[src/common/cfg_opt_pkg.sv]
package cfg_opt_pkg;

    localparam int CFG_W = 14;
    localparam int ADDR_W = 14;
    localparam logic [ADDR_W-1:0] CFG_ADDR = 14'h2007;
    localparam logic [ADDR_W-1:0] TEST_SPACE_LO = 14'h2000;
    localparam logic [ADDR_W-1:0] TEST_SPACE_HI = 14'h3FFF;
    localparam logic [CFG_W-1:0] CFG_ERASED = 14'h3FFF;

    localparam int CP_MSB = 13;
    localparam int CP_LSB = 4;
    localparam int POWERUP_DELAY_ENABLE_N_BIT = 3;
    localparam int WATCHDOG_ENABLE_BIT_BIT = 2;
    localparam int OSC_MSB = 1;
    localparam int OSC_LSB = 0;
    localparam logic [CP_MSB-CP_LSB:0] CP_OFF = 10'h3FF;

    localparam int CLK_KHZ = 40000;
    localparam int POWERUP_DELAY_TIMER_TIME_MS = 72;
    localparam int POWERUP_DELAY_TIMER_CYCLES = POWERUP_DELAY_TIMER_TIME_MS * CLK_KHZ;
    localparam int OST_EDGES = 1024;
    localparam int WDT_TICKS = 256;
    localparam int CNT_W = 22;
    localparam int WDT_W = 16;

    typedef enum logic [1:0] {
        LOW_POWER_CRYSTAL_MODE = 2'h0,
        CRYSTAL_RESONATOR_MODE = 2'h1,
        HIGH_SPEED_CRYSTAL_MODE = 2'h2,
        RESISTOR_CAPACITOR_MODE = 2'h3
    } osc_mode_e;

    typedef enum logic [4:0] {
        ST_LOAD = 5'h01,
        ST_POWERUP_DELAY_TIMER = 5'h02,
        ST_OST = 5'h04,
        ST_RUN = 5'h08,
        ST_SLEEP = 5'h10
    } seq_state_e;

    typedef struct packed {
        logic code_protect;
        logic powerup_delay_timer_en;
        logic wdt_en;
        osc_mode_e osc_mode;
    } cfg_opts_s;

    typedef struct packed {
        logic mode;
        logic we;
        logic re;
        logic [ADDR_W-1:0] addr;
        logic [CFG_W-1:0] wdata;
    } prog_req_s;

endpackage

[src/design/config_word_option_decode.sv]
// Contract
// - Programmed bit reads zero, erased reads one.
// - Configuration word lives at address 2007h.
// - Test space reachable only in programming mode; only 2007h is decoded, other test-space addresses read zero and ignore writes.
// - Bits 13:4 zero protect all memory.
// - Bit 3 low enables power-up delay.
// - Bit 2 high enables the watchdog.
// - Bits 1:0 select oscillator mode.
// - Watchdog off only by configuration; own oscillator.
// - Power-up delay 72 ms, power-up only.
// - Start-up timer holds reset until oscillator stable.
// - Crystal modes accept external clock on input.
// - Sleep exits on reset, watchdog, interrupt.
module config_word_option_decode #(
    parameter int POWERUP_DELAY_TIMER_CYCLES = cfg_opt_pkg::POWERUP_DELAY_TIMER_CYCLES,
    parameter int OST_EDGES = cfg_opt_pkg::OST_EDGES,
    parameter int WDT_TICKS = cfg_opt_pkg::WDT_TICKS,
    parameter logic [13:0] CFG_INIT = cfg_opt_pkg::CFG_ERASED
) (
    input wire logic i_clk,
    input wire logic i_rst,
    input wire cfg_opt_pkg::prog_req_s i_prog,
    input wire logic i_mclr_n,
    input wire logic i_osc_in_pin,
    input wire logic i_wdt_rc_clk,
    input wire logic i_wdt_clear,
    input wire logic i_sleep_req,
    input wire logic i_irq_wake,
    output cfg_opt_pkg::cfg_opts_s o_opts,
    output logic [13:0] o_prog_rdata,
    output logic o_core_reset,
    output logic o_core_run,
    output logic o_sleeping,
    output logic o_osc_amp_en,
    output logic o_wdt_timeout
);
    import cfg_opt_pkg::*;

    typedef struct packed {
        seq_state_e st;
        logic [CFG_W-1:0] nv_word;
        cfg_opts_s opts;
        logic [CNT_W-1:0] cnt;
        logic [WDT_W-1:0] wdt_cnt;
        logic [2:0] osc_sync;
        logic [2:0] rc_sync;
        logic [2:0] mclr_sync;
        logic osc_lvl;
        logic rc_lvl;
        logic mclr_lvl;
        logic wake;
        logic wdt_to;
        logic [CFG_W-1:0] rdata;
    } state_s;

    function automatic cfg_opts_s f_decode(input logic [CFG_W-1:0] w);
        cfg_opts_s o;
        o.code_protect = (w[CP_MSB:CP_LSB] != CP_OFF);
        o.powerup_delay_timer_en = ~w[POWERUP_DELAY_ENABLE_N_BIT];
        o.wdt_en = w[WATCHDOG_ENABLE_BIT_BIT];
        o.osc_mode = osc_mode_e'(w[OSC_MSB:OSC_LSB]);
        return o;
    endfunction

    // A pin level changes only once the second and third stages agree.
    function automatic logic f_settle(input logic [2:0] sync, input logic lvl);
        return (sync[1] == sync[2]) ? sync[2] : lvl;
    endfunction

    localparam state_s RST_STATE = '{
        st: ST_LOAD,
        nv_word: CFG_INIT,
        opts: f_decode(CFG_INIT),
        // The reset pin idles high, so its filter starts there; otherwise a false reset follows release.
        mclr_sync: 3'b111,
        mclr_lvl: 1'b1,
        default: '0
    };

    state_s s_reg;
    state_s s_next;
    logic osc_edge;
    logic rc_tick;
    logic mclr_active;
    logic wdt_hit;
    logic wdt_running;
    logic crystal;
    logic prog_hit;

    always_comb begin
        s_next = s_reg;
        s_next.osc_sync = {s_reg.osc_sync[1:0], i_osc_in_pin};
        s_next.rc_sync = {s_reg.rc_sync[1:0], i_wdt_rc_clk};
        s_next.mclr_sync = {s_reg.mclr_sync[1:0], i_mclr_n};
        s_next.osc_lvl = f_settle(s_reg.osc_sync, s_reg.osc_lvl);
        s_next.rc_lvl = f_settle(s_reg.rc_sync, s_reg.rc_lvl);
        s_next.mclr_lvl = f_settle(s_reg.mclr_sync, s_reg.mclr_lvl);
        // the start-up count runs on input edges, crystal or external clock.
        osc_edge = s_next.osc_lvl & ~s_reg.osc_lvl;
        rc_tick = s_next.rc_lvl & ~s_reg.rc_lvl;
        mclr_active = ~s_reg.mclr_lvl;
        crystal = (s_reg.opts.osc_mode != RESISTOR_CAPACITOR_MODE);

        // the configuration space answers only in programming mode.
        prog_hit = i_prog.mode && (i_prog.addr == CFG_ADDR);
        s_next.rdata = '0;
        if (prog_hit && i_prog.re) begin
            s_next.rdata = s_reg.nv_word;
        end
        if (prog_hit && i_prog.we) begin
            s_next.nv_word = i_prog.wdata;
        end

        // The watchdog has no run-time off switch; it counts only in run and sleep, and there only the sampled option stops it.
        wdt_running = s_reg.opts.wdt_en && (s_reg.st == ST_RUN || s_reg.st == ST_SLEEP);
        wdt_hit = 1'b0;
        s_next.wdt_to = 1'b0;
        if (!wdt_running || i_wdt_clear) begin
            s_next.wdt_cnt = '0;
        end else if (rc_tick) begin
            if (s_reg.wdt_cnt == WDT_W'(WDT_TICKS - 1)) begin
                wdt_hit = 1'b1;
                s_next.wdt_to = 1'b1;
                s_next.wdt_cnt = '0;
            end else begin
                s_next.wdt_cnt = s_reg.wdt_cnt + 1'b1;
            end
        end

        case (s_reg.st)
            ST_LOAD: begin
                // options are latched once here and never again.
                s_next.opts = f_decode(s_reg.nv_word);
                s_next.cnt = '0;
                s_next.st = s_reg.nv_word[POWERUP_DELAY_ENABLE_N_BIT] ? ST_OST : ST_POWERUP_DELAY_TIMER;
            end
            ST_POWERUP_DELAY_TIMER: begin
                if (s_reg.cnt == CNT_W'(POWERUP_DELAY_TIMER_CYCLES - 1)) begin
                    s_next.cnt = '0;
                    s_next.st = ST_OST;
                end else begin
                    s_next.cnt = s_reg.cnt + 1'b1;
                end
            end
            ST_OST: begin
                if (mclr_active) begin
                    s_next.cnt = '0;
                    s_next.wake = 1'b0;
                end else if (!crystal) begin
                    s_next.st = ST_RUN;
                    s_next.wake = 1'b0;
                end else if (osc_edge) begin
                    if (s_reg.cnt == CNT_W'(OST_EDGES - 1)) begin
                        s_next.st = ST_RUN;
                        s_next.wake = 1'b0;
                        s_next.cnt = '0;
                    end else begin
                        s_next.cnt = s_reg.cnt + 1'b1;
                    end
                end
            end
            ST_RUN: begin
                // Later resets skip the power-up delay and only restart the oscillator wait.
                if (mclr_active || wdt_hit) begin
                    s_next.st = ST_OST;
                    s_next.cnt = '0;
                    s_next.wake = 1'b0;
                end else if (i_sleep_req) begin
                    s_next.st = ST_SLEEP;
                    s_next.wdt_cnt = '0;
                end
            end
            ST_SLEEP: begin
                if (mclr_active) begin
                    s_next.st = ST_OST;
                    s_next.cnt = '0;
                    s_next.wake = 1'b0;
                end else if (wdt_hit || i_irq_wake) begin
                    s_next.st = ST_OST;
                    s_next.cnt = '0;
                    s_next.wake = 1'b1;
                end
            end
            default: begin
                s_next = RST_STATE;
            end
        endcase
    end

    always_ff @(posedge i_clk) begin
        if (i_rst) begin
            s_reg <= RST_STATE;
        end else begin
            s_reg <= s_next;
        end
    end

    // A wake from sleep waits for the oscillator but keeps the core out of reset.
    assign o_core_reset = (s_reg.st == ST_LOAD) || (s_reg.st == ST_POWERUP_DELAY_TIMER) ||
        ((s_reg.st == ST_OST) && !s_reg.wake);
    assign o_core_run = (s_reg.st == ST_RUN);
    assign o_sleeping = (s_reg.st == ST_SLEEP);
    assign o_osc_amp_en = crystal && (s_reg.st != ST_SLEEP);
    assign o_opts = s_reg.opts;
    assign o_prog_rdata = s_reg.rdata;
    assign o_wdt_timeout = s_reg.wdt_to;
endmodule

[config.mk]
export PLATFORM = sky130hd
export DESIGN_NAME = config_word_option_decode
export DESIGN_NICKNAME = d
export VERILOG_FILES = /design/src/common/cfg_opt_pkg.sv /design/src/design/config_word_option_decode.sv
export SDC_FILE = /design/constraint.sdc
export NUM_CORES = 1
export LEC_CHECK = 0
export ABC_AREA = 1
export BUFFER_PORTS_ARGS = -buffer_cell sky130_fd_sc_hd__buf_2
export CAP_MARGIN = 20
export CORE_UTILIZATION = 40
export CTS_CLUSTER_SIZE = 14
export DETAILED_ROUTE_END_ITERATION = 12
export GPL_ROUTABILITY_DRIVEN = 0
export PLACE_DENSITY = 0.64
export SYNTH_ARGS = -nofsm -noshare
export SYNTH_HDL_FRONTEND = slang
export SYNTH_SLANG_ARGS = --single-unit
[constraint.sdc]
create_clock -name i_clk -period 4.2 [get_ports i_clk]
set_input_delay 0.21 -clock i_clk [delete_from_list [all_inputs] [get_ports i_clk]]
set_output_delay 0.21 -clock i_clk [all_outputs]
set_load 0.005 [all_outputs]
### Word level (Yosys, flattened, before mapping)

Cells that the tools add are included.

* word-level logic and storage cells: 117
* bits in registers: 90
* output and inout bits: 24

* equal/unequal tests: 26
* bitwise logic cells: 9
* $add $sub $neg: 2
* reductions and logical operators: 23
* mux-type cells: 40

Operators by type and width (count)
* $mux W22: 8
* $pmux W22 S4: 1
* $mux W16: 5
* $mux W5: 9
* $pmux W16 S2: 1
* $pmux W5 S5: 1
* $add A22 B1 Y22 const B: 1
* $eq A22 B10 Y1 const B: 1
* $eq A22 B22 Y1 const B: 1
* $add A16 B1 Y16 const B: 1
* $eq A16 B8 Y1 const B: 1
* $eq A14 B14 Y1 const B: 1
* $mux W1: 12
* $ne A3 B3 Y1 const B: 4
* $ne A10 B10 Y1 const B: 1
* $pmux W5 S2: 1
* $ne A4 B4 Y1 const B: 2
* $reduce_or A4 Y1: 2
* $not A1 Y1: 7
* $logic_and A1 B1 Y1: 6
* $logic_or A1 B1 Y1: 6
* $ne A2 B2 Y1 const B: 3
* $ne A3 B2 Y1 const B: 2
* $reduce_and A6 Y1: 1
* other kinds (17): 22

### Depth between registers and ports, before layout

Gate-level depths: netlist of the first run.

* word-level depth: 10
* gate-level depth with buffers: 13
* gate-level depth less buffers: 12

### Least setup slack after synthesis of the first run

No wires, ideal clock.

* path type: register -> register
* from: register s_reg[28] (netlist name)
* to: register s_reg[59] (netlist name)
* slack: 2464 ps
* arrival: 1623 ps
* setup time: 114 ps
* data required time: 4086 ps
* cell stages (with the launch flop): 12
* path through: dfxtp_1 > ha_1 > nand3_2 > nor2_4 > nand2_2 > nor2_4 > nand2_4 > nand2_4 > nand3_4 > buf_4 > a21oi_1 > nor2_1

* word-level cells in the longest chain between the ends: 7
* elaborated cells on any way between the ends: 9
* classes of those cells: eq/ne (3); mux (3); reduce/logical (3)

Ends and longest elaborated chain
* start: declaration: line config_word_option_decode.sv:80 `state_s s_reg;`
* start signal: assignment: line config_word_option_decode.sv:194 `s_reg <= s_next;`
* $eq A16 B8 Y1 *: line config_word_option_decode.sv:121 `if (s_reg.wdt_cnt == WDT_W'(WDT_TICKS - 1)) begin`
* $mux W1 *: line config_word_option_decode.sv:121
* $mux W1 * (2 in a row)
* $logic_or A1 B1 Y1, on equally long branches: line config_word_option_decode.sv:178, config_word_option_decode.sv:164
* $ne A3 B2 Y1 (no line) or $ne A2 B1 Y1 (tied branches)
* $reduce_and A4 Y1 (no line) *

Every way passes the cells marked *; elsewhere a longest branch is shown, timed or not.
A chain may end at the register's enable or synchronous reset.

### Worst setup path after layout of the first run

* from: register s_reg[87] (netlist name)
* to: register s_reg (netlist bit o_prog_rdata[3])

* word-level cells in the longest chain between the ends: 4
* elaborated cells on any way between the ends: 8
* classes of those cells: eq/ne (5); bitwise (1); reduce/logical (2)

Ends and longest elaborated chain
* $eq A5 B4 Y1 (tied with other cells): line config_word_option_decode.sv:130 `case (s_reg.st)`
* $reduce_or A5 Y1 (no line) *
* $not A1 Y1 (no line) *
* $reduce_or A3 Y1 (no line) *

Marks and branches as above.

==> impl_metrics.csv, run 1 <==
group,metric,value,unit
timing,fin_skew,0.00994,ns
placed_design,dp_cells,855,
yosys,netlist_area,4750,um^2
cts,root_buffer,"clkbuf_16",
cts,clk_pin_slew_worst_paths,0.07,ns
cts,cts_max_level,3,
yosys,synth_ff_type,"dfxtp_1",
placed_design,io_buffer_count,62,
floorplanning,rows,39,
timing,slew_headroom,40.4,%
floorplanning,die_h,111,um
power_and_ir_drop,p_int,1.39,mW
setup_path,worstSetupPathType,"reg -> reg",
yosys,synth-seq-area-share,37.9,%
cts,cts.repair.resized,0,
cts,clock_latency,0.35,ns
power_and_ir_drop,pwr-share-seq,46.0,%
final_layout,syn_to_final_growth,10.5,%
yosys,netlist.area_leader.share,37.9,%
placed_design,hpwl,8290,um
timing,fmax,391,MHz
timing,tightest_slew,0.895,ns
floorplanning,core-area,11500,um^2
floorplanning,die_w,111,um
global_route,overflow,0,
final_layout,fin_util,45.6,%
timing,rsz0062_at_grt,"no",
setup_path,path_buf_inv,1,
yosys,synth_seq_cells,90,
worst_hold_path,hp-class,"in -> reg",
global_route,antenna_found_initial,0,
power_and_ir_drop,share_comb_of_total_power,13.8,%
yosys,synth_edf_count,0,
yosys,yosysWarnings,0,
power_and_ir_drop,power_density,376,nW/um^2
yosys,synthTopCellsByArea,"dfxtp_1 38%, nand2_1 12%, nor2_1 9.3%",
yosys,synth_area_leader_cell,"dfxtp_1",
power_and_ir_drop,max-vdd-ir-drop,205,uV
setup_path,cp.required,4.46,ns
final_layout,finalNonFillerCells,871,
setup_path,cp.arrival,2.82,ns
routing,wl,11000,um
routing,vias_per_cell,5.03,
global_route,grt.total_usage,18.7,%
setup_path,worst_setup_path_end_kind,"flop",
timing,fin_hold_ws,0.0419,ns
yosys,avgSynthCellArea,6.89,um^2
power_and_ir_drop,power_leakage,2.42,nW
power_and_ir_drop,power_frac_clock,40.2,%
power_and_ir_drop,p_sw,0.586,mW
final_layout,drive_gt1_share,15.4,%
global_route,grt_pass1_wl,18800,um
global_route,grt_max_degree,27,
floorplanning,dieArea,12300,um^2
final_layout,largest_reg_flops,70,
yosys,yosys-top-cells-count,"156 x nand2_1, 118 x nor2_1, 90 x dfxtp_1",
cts,clockBufferDepth,2,
routing,post_drt_wl_per_cell,12.7,um
routing,vias,4378,
yosys,syn-num-nets,731,
setup_path,worst_path_most_repeated_cell,"nor2_4",
cts,cts.sinks,90,
timing,finalHoldViolCount,0,
setup_path,cp_max_fo,20,
routing,drtAntennaViolNets,0,
setup_path,crit_chain,"nor2_4, nand2_1, nor2_4, nor2_2, nand3_4, inv_2, a21oi_2, nand4_2, nor2_1",
floorplanning,io_pins,63,
power_and_ir_drop,sw_frac_of_total,29.6,%
flow_run,max_cap_viol_count,0,
floorplanning,floorplan.initialDensity,41.3,%
routing,first_iter_violations,274,
cts,cts_tree,"yes",
routing,route.detailed.drc,0,
yosys,synthCells,690,
cts,hold_buffers,0,
yosys,synth_cell_type_count,44,
timing,min_period,2.56,ns
timing,tns,0,ns
run_status,status,"finished clean",
final_layout,final_net_count,764,
timing,setup_violations,0,
global_route,grt_pass1_vias,4175,
yosys,async_reset_ff_share,0,%
setup_path,worstSetupStartpointType,"flop",
cts,cts_made_buffers,9,
final_layout,antenna-diode-count,0,
cts,post_cts_buffers,0,
timing,maxSlewViolCount,0,
yosys,synth.most_common_cell,"nand2_1",
setup_path,path_delay_family,"simple AND/OR/NAND/NOR gates",
setup_path,crit_slowest_cell,"a21oi_2",
setup_path,max_stage_delay,0.71,ns
routing,first_pass_iters,5,
placed_design,place_ws,1.67,ns
timing,fin_crit_sh,60.9,%
timing,layout_setup_ws,1.64,ns
area by class of cell:
type / count / area, um^2
Clock buffer: 9 / 225
Clock inverter: 7 / 70.1
Fill cell: 1211 / 6260
Inverter: 94 / 353
Multi-Input combinational cell: 466 / 2320
Sequential cell: 90 / 1800
Tap cell: 143 / 179
Timing Repair Buffer: 62 / 310
through the flow:
step | cell area, um^2 | power [mW]
global placement | 4960 | 1.19
finish | 5260 | 1.98
CTS | 5260 | 1.99
floorplan | 4750 | 1.14
detailed placement | 4960 | 1.20
global route | 5260 | 2.06
metal layers:
metal	global-route usage, %	vias up	share of wire [%]
met5	0	-	0
met4	7.12	0	1.7
met3	2.95	17	5.4
met2	32.4	121	47
met1	23.3	1991	45
li1	-	2249	-
logic make-up (layout without fill, tap and decap cells):
group           count (synthesis)  after routing  synth area share [%]
simple gates                  414            414                  41.0
buf+inv                       134            172                  13.4
flops                          90             90                  37.9
compound gates                 39             39                  5.13
xor+xnor                       11             11                  2.03
fa+ha+maj                       2              2                 0.526
worst register-to-register path: stages (launching register included):
cell and delay [ns]:
dfxtp_1 0.36, nor2_4 0.15, nand2_1 0.09, nor2_4 0.16
nor2_2 0.09, nand3_4 0.10, inv_2 0.07, a21oi_2 0.71
nand4_2 0.51, nor2_1 0.23
cell usage in the layout, fill, tap and decap left out, types with 3 or more instances in the layout:
cell type	n
o21ai_0	11
nor4_1	5
xor2_1	9
dfxtp_1	90
o211ai_1	3
nor2_1	118
inv_2	4
a31oi_1	3
inv_6	3
nand2_1	156
nand3_1	44
nand3_4	3
nand2_2	3
clkbuf_16	9
nand3_2	5
inv_1	89
nand4_1	41
or2_1	3
buf_2	62
a21oi_1	12
nor2_4	6
nor2_2	3
nor3_1	16
worst paths after layout:
check                                            start                    endpoint  slack [ns]  cells after the start
worst max register to register  s_reg[87]$_SDFFE_PP0P_  o_prog_rdata[3]$_SDFF_PP0_        1.64                      9
worst min register to register    s_reg[19]$_SDFF_PP1_        s_reg[20]$_SDFF_PP1_        0.42                      1
worst min-delay path                          i_mclr_n        s_reg[19]$_SDFF_PP1_        0.04                      2
worst max-delay path            s_reg[87]$_SDFFE_PP0P_  o_prog_rdata[3]$_SDFF_PP0_        1.64                      9
power by group through the flow:
stage                     clock network (mW)  registers (mW)  logic, mW
after global placement                     0           0.927      0.264
after detailed placement                   0           0.928      0.272
final                                  0.794           0.909      0.273
after floorplan                            0           0.920      0.218
after global routing                   0.846           0.912      0.306
after CTS                              0.809           0.909      0.273
No activity file was read; power rests on OpenSTA's default activity.
==> run 2: changes to the inputs <==
==> constraint.sdc (replaced) <==
create_clock -name i_clk -period 2.49 [get_ports i_clk]
set_input_delay 0.1245 -clock i_clk [delete_from_list [all_inputs] [get_ports i_clk]]
set_output_delay 0.1245 -clock i_clk [all_outputs]
set_load 0.005 [all_outputs]
==> impl_metrics.csv, run 2 (synthesis results as in run 1) <==
group,metric,value,unit
run_status,status,"finished clean",
placed_design,dp_cells,862,
power_and_ir_drop,power_leakage,2.47,nW
cts,clockBufferDepth,2,
setup_path,max_stage_delay,0.40,ns
floorplanning,dieArea,12300,um^2
placed_design,io_buffer_count,62,
global_route,grt.total_usage,18.2,%
timing,fin_crit_sh,87.2,%
global_route,grt_max_degree,27,
floorplanning,die_h,111,um
setup_path,worst_setup_path_end_kind,"flop",
final_layout,largest_reg_flops,70,
timing,maxSlewViolCount,0,
final_layout,final_common_cell,"nand2_1",
routing,post_drt_wl_per_cell,12.0,um
routing,vias,4350,
placed_design,hpwl,7960,um
global_route,overflow,0,
final_layout,finalNonFillerCells,881,
global_route,grt_pass1_vias,4169,
global_route,antenna_found_initial,0,
timing,fin_skew,0.00735,ns
cts,cts_max_level,3,
setup_path,cp_max_fo,26,
setup_path,worstSetupPathType,"reg -> reg",
final_layout,antenna-diode-count,0,
cts,root_buffer,"clkbuf_16",
routing,drtAntennaViolNets,0,
cts,cts_made_buffers,9,
worst_hold_path,hp-class,"in -> reg",
global_route,grt_pass1_wl,18600,um
flow_run,max_cap_viol_count,0,
timing,tns,0,ns
power_and_ir_drop,power_density,625,nW/um^2
timing,min_period,2.17,ns
floorplanning,core-area,11500,um^2
cts,cts.sinks,90,
final_layout,drive_gt1_share,16.1,%
final_layout,final_net_count,774,
timing,fmax,461,MHz
routing,vias_per_cell,4.94,
timing,setup_violations,0,
timing,tightest_slew,0.621,ns
setup_path,crit_chain,"ha_1, nand3_2, nor2_4, nand2_2, nor2_4, nand2_4, nand2_4, nand3_4, inv_1, nand2_1, nand2_1, nor2_1",
setup_path,cp.arrival,2.41,ns
power_and_ir_drop,p_total,3.33,mW
setup_path,cp.required,2.73,ns
cts,cts.repair.resized,0,
floorplanning,die_w,111,um
cts,clock_latency,0.34,ns
setup_path,worstSetupStartpointType,"flop",
floorplanning,io_pins,63,
floorplanning,rows,39,
routing,wl,10600,um
timing,slew_headroom,58.3,%
timing,finalHoldViolCount,0,
floorplanning,floorplan.initialDensity,41.3,%
cts,clk_pin_slew_worst_paths,0.07,ns
routing,first_pass_iters,5,
cts,cts_tree,"yes",
final_layout,syn_to_final_growth,12.2,%
routing,first_iter_violations,264,
final_layout,mostFrequentLayoutCells,"156 x nand2_1, 118 x nor2_1, 90 x dfxtp_1",
routing,route.detailed.drc,0,
cts,post_cts_buffers,0,
cts,hold_buffers,3,
setup_path,crit_slowest_cell,"dfxtp_1",
setup_path,path_buf_inv,1,
power_and_ir_drop,max-vdd-ir-drop,305,uV
timing,rsz0062_at_grt,"no",
setup_path,path_delay_family,"simple AND/OR/NAND/NOR gates",
run 2: changes by cell type in the layout (fill, tap and decap cells not counted):
cell	before	now
buf_4	0	7
inv_8	1	3
inv_6	3	1
clkinv_4	1	2
clkinv_8	1	0
dlygate4sd3_1	0	3
run 2: power by group:
group | internal (mW) | switching, mW
Clock | 0.705 | 0.631
Combinational | 0.167 | 0.303
Sequential | 1.49 | 0.0415
Total | 2.36 | 0.975
run 2: path summary, 6_finish.rpt:
check,from,to,depth (start not counted),slack [ns]
setup / recovery,s_reg[28]$_SDFF_PP0_,s_reg[61]$_SDFFE_PP0P_,12,0.32
hold / removal,i_prog[2],s_reg[73]$_SDFFE_PP1P_,3,0.04
setup reg to reg,s_reg[28]$_SDFF_PP0_,s_reg[61]$_SDFFE_PP0P_,12,0.32
hold reg to reg,s_reg[22]$_SDFF_PP0_,s_reg[23]$_SDFF_PP0_,2,0.41
run 2: area by class of cell:
cell class                 count  area, um^2
inverter                      94         353
timing repair buffer          72         393
tap                          143         179
fill                        1173        6180
multi-input combinational    466        2320
clock buffer                   9         225
clock inverter                 7        67.6
sequential                    90        1800
run 2: per-layer routing:
| layer | track usage [%] | wire [um] |
|---|---|---|
| met1 | 22.6 | 4830 |
| met2 | 31.2 | 5070 |
| met3 | 3.77 | 529 |
| met4 | 6.49 | 166 |
| met5 | 0 | 0 |
run 2: tightest hold or removal path: stages:
cell and delay [ns]:
buf_2 0.08, nand4_1 0.07, nand3_1 0.08
run 2: stage by stage:
step / hold WS (ns) / setup slack [ns] / utilization (%) / area, um^2
after floorplan: 0.194 / 0.754 / - / 4750
after global placement: 0.328 / 0.423 / 43.5 / 5010
after detailed placement: 0.319 / 0.339 / 43.5 / 5010
after CTS: 0.0312 / 0.313 / 46.3 / 5340
after global routing: 0.0486 / 0.0758 / 46.3 / 5340
final: 0.0352 / 0.319 / 46.3 / 5340
==> run 3: changes to the inputs <==
==> constraint.sdc (replaced) <==
create_clock -name i_clk -period 2.6 [get_ports i_clk]
set_input_delay 0.13 -clock i_clk [delete_from_list [all_inputs] [get_ports i_clk]]
set_output_delay 0.13 -clock i_clk [all_outputs]
set_load 0.005 [all_outputs]
==> impl_metrics.csv, run 3 (synthesis results as in run 1) <==
group,metric,value,unit
run_status,status,"finished clean",
setup_path,cp_max_fo,26,
worst_hold_path,hp-class,"in -> reg",
global_route,overflow,0,
timing,slew_headroom,56.3,%
floorplanning,die_w,111,um
cts,cts.repair.resized,0,
setup_path,worst_setup_path_end_kind,"flop",
final_layout,final_common_cell,"nand2_1",
timing,tightest_slew,0.651,ns
setup_path,crit_slowest_cell,"dfxtp_1",
setup_path,path_buf_inv,1,
setup_path,worstSetupPathType,"reg -> reg",
placed_design,io_buffer_count,62,
setup_path,worstSetupStartpointType,"flop",
routing,vias_per_cell,4.95,
floorplanning,die_h,111,um
floorplanning,rows,39,
cts,cts_tree,"yes",
timing,finalHoldViolCount,0,
timing,fin_skew,0.0106,ns
setup_path,cp.arrival,2.41,ns
global_route,grt_max_degree,27,
power_and_ir_drop,p_total,3.24,mW
timing,tns,0,ns
cts,clk_pin_slew_worst_paths,0.07,ns
setup_path,max_stage_delay,0.41,ns
timing,rsz0062_at_grt,"no",
power_and_ir_drop,max-vdd-ir-drop,384,uV
setup_path,crit_chain,"ha_1, nand3_2, nor2_4, nand2_2, nor2_4, nand2_4, nand2_4, nand3_4, inv_1, nand2_1, nand2_1, nor2_1",
final_layout,seqCellArea,1800,um^2
cts,cts_max_level,3,
cts,cts.sinks,90,
final_layout,final_net_count,773,
setup_path,cp.required,2.85,ns
global_route,antenna_found_initial,0,
placed_design,place_ws,0.451,ns
final_layout,mostFrequentLayoutCells,"156 x nand2_1, 118 x nor2_1, 90 x dfxtp_1",
global_route,grt_pass1_wl,18200,um
power_and_ir_drop,power_leakage,2.47,nW
final_layout,multi_input_area,2320,um^2
cts,clock_latency,0.35,ns
final_layout,finalNonFillerCells,880,
routing,first_pass_iters,4,
timing,setup_violations,0,
routing,post_drt_wl_per_cell,12.0,um
power_and_ir_drop,power_density,606,nW/um^2
final_layout,fillCellCount,1157,
routing,vias,4358,
global_route,grt_pass1_vias,4028,
final_layout,antenna-diode-count,0,
placed_design,hpwl,7870,um
cts,cts_made_buffers,9,
floorplanning,floorplan.initialDensity,41.3,%
flow_run,max_cap_viol_count,0,
final_layout,drive_gt1_share,16.0,%
routing,route.detailed.drc,0,
final_layout,syn_to_final_growth,12.3,%
cts,root_buffer,"clkbuf_16",
placed_design,dp_cells,861,
timing,maxSlewViolCount,0,
routing,first_iter_violations,238,
timing,fin_crit_sh,83.1,%
routing,wl,10500,um
floorplanning,core-area,11500,um^2
global_route,grt.total_usage,18.0,%
floorplanning,dieArea,12300,um^2
floorplanning,io_pins,63,
final_layout,largest_reg_flops,70,
setup_path,path_delay_family,"simple AND/OR/NAND/NOR gates",
timing,layout_setup_ws,0.441,ns
timing,min_period,2.16,ns
timing,fmax,463,MHz
routing,drtAntennaViolNets,0,
cts,clockBufferDepth,2,
run 3: cell types whose count changed in the layout (fill, tap and decap cells not counted), sizes merged:
cell,before,now
buf,69,68
clkinvlp,1,0
clkinv,3,4
run 3: repair_timing:
item,in CTS,in global routing
hold buffers,3,0
hold endpoints to repair,3,0
setup buffers,0,0
run 3: final timing paths:
path                                      startpoint                     end  slack [ns]  depth (start not counted)
worst min-delay path                       i_prog[7]  s_reg[78]$_SDFFE_PP1P_        0.03                          3
worst min register to register  s_reg[25]$_SDFF_PP0_    s_reg[26]$_SDFF_PP0_        0.42                          2
worst max register to register  s_reg[28]$_SDFF_PP0_  s_reg[61]$_SDFFE_PP0P_        0.44                         12
worst max-delay path            s_reg[28]$_SDFF_PP0_  s_reg[61]$_SDFFE_PP0P_        0.44                         12
run 3: final cells by class:
type,instances,share of cell area [%]
Timing Repair Buffer,71,7.21
Sequential cell,90,33.7
Clock inverter,7,1.52
Multi-Input combinational cell,466,43.4
Clock buffer,9,4.22
Tap cell,143,3.35
Inverter,94,6.61
run 3: power breakdown:
part | internal (mW) | switching, mW
Sequential | 1.42 | 0.0408
Clock | 0.687 | 0.633
Combinational | 0.160 | 0.293
run 3: stage by stage:
step                      hold WS, ns  util (%)  area [um^2]
after detailed placement        0.320      43.5         5000
after floorplan                 0.199         -         4750
final                          0.0336      46.4         5340
after CTS                      0.0285      46.4         5340
after global placement          0.320      43.5         5000
after global routing           0.0518      46.4         5340
run 3: layer usage:
metal	vias to the layer above	GRT usage [%]	routed length [um]
li1	2271	-	-
met1	1959	22.8	4880
met2	118	29.7	4960
met3	10	4.59	579
met4	0	5.86	113
met5	-	0	0
run 3: worst reg2reg max path: stages (launching register included):
cell	delay, ns
dfxtp_1	0.41
ha_1	0.21
nand3_2	0.12
nor2_4	0.16
nand2_2	0.10
nor2_4	0.13
nand2_4	0.09
nand2_4	0.23
nand3_4	0.30
inv_1	0.17
nand2_1	0.06
nand2_1	0.05
nor2_1	0.04
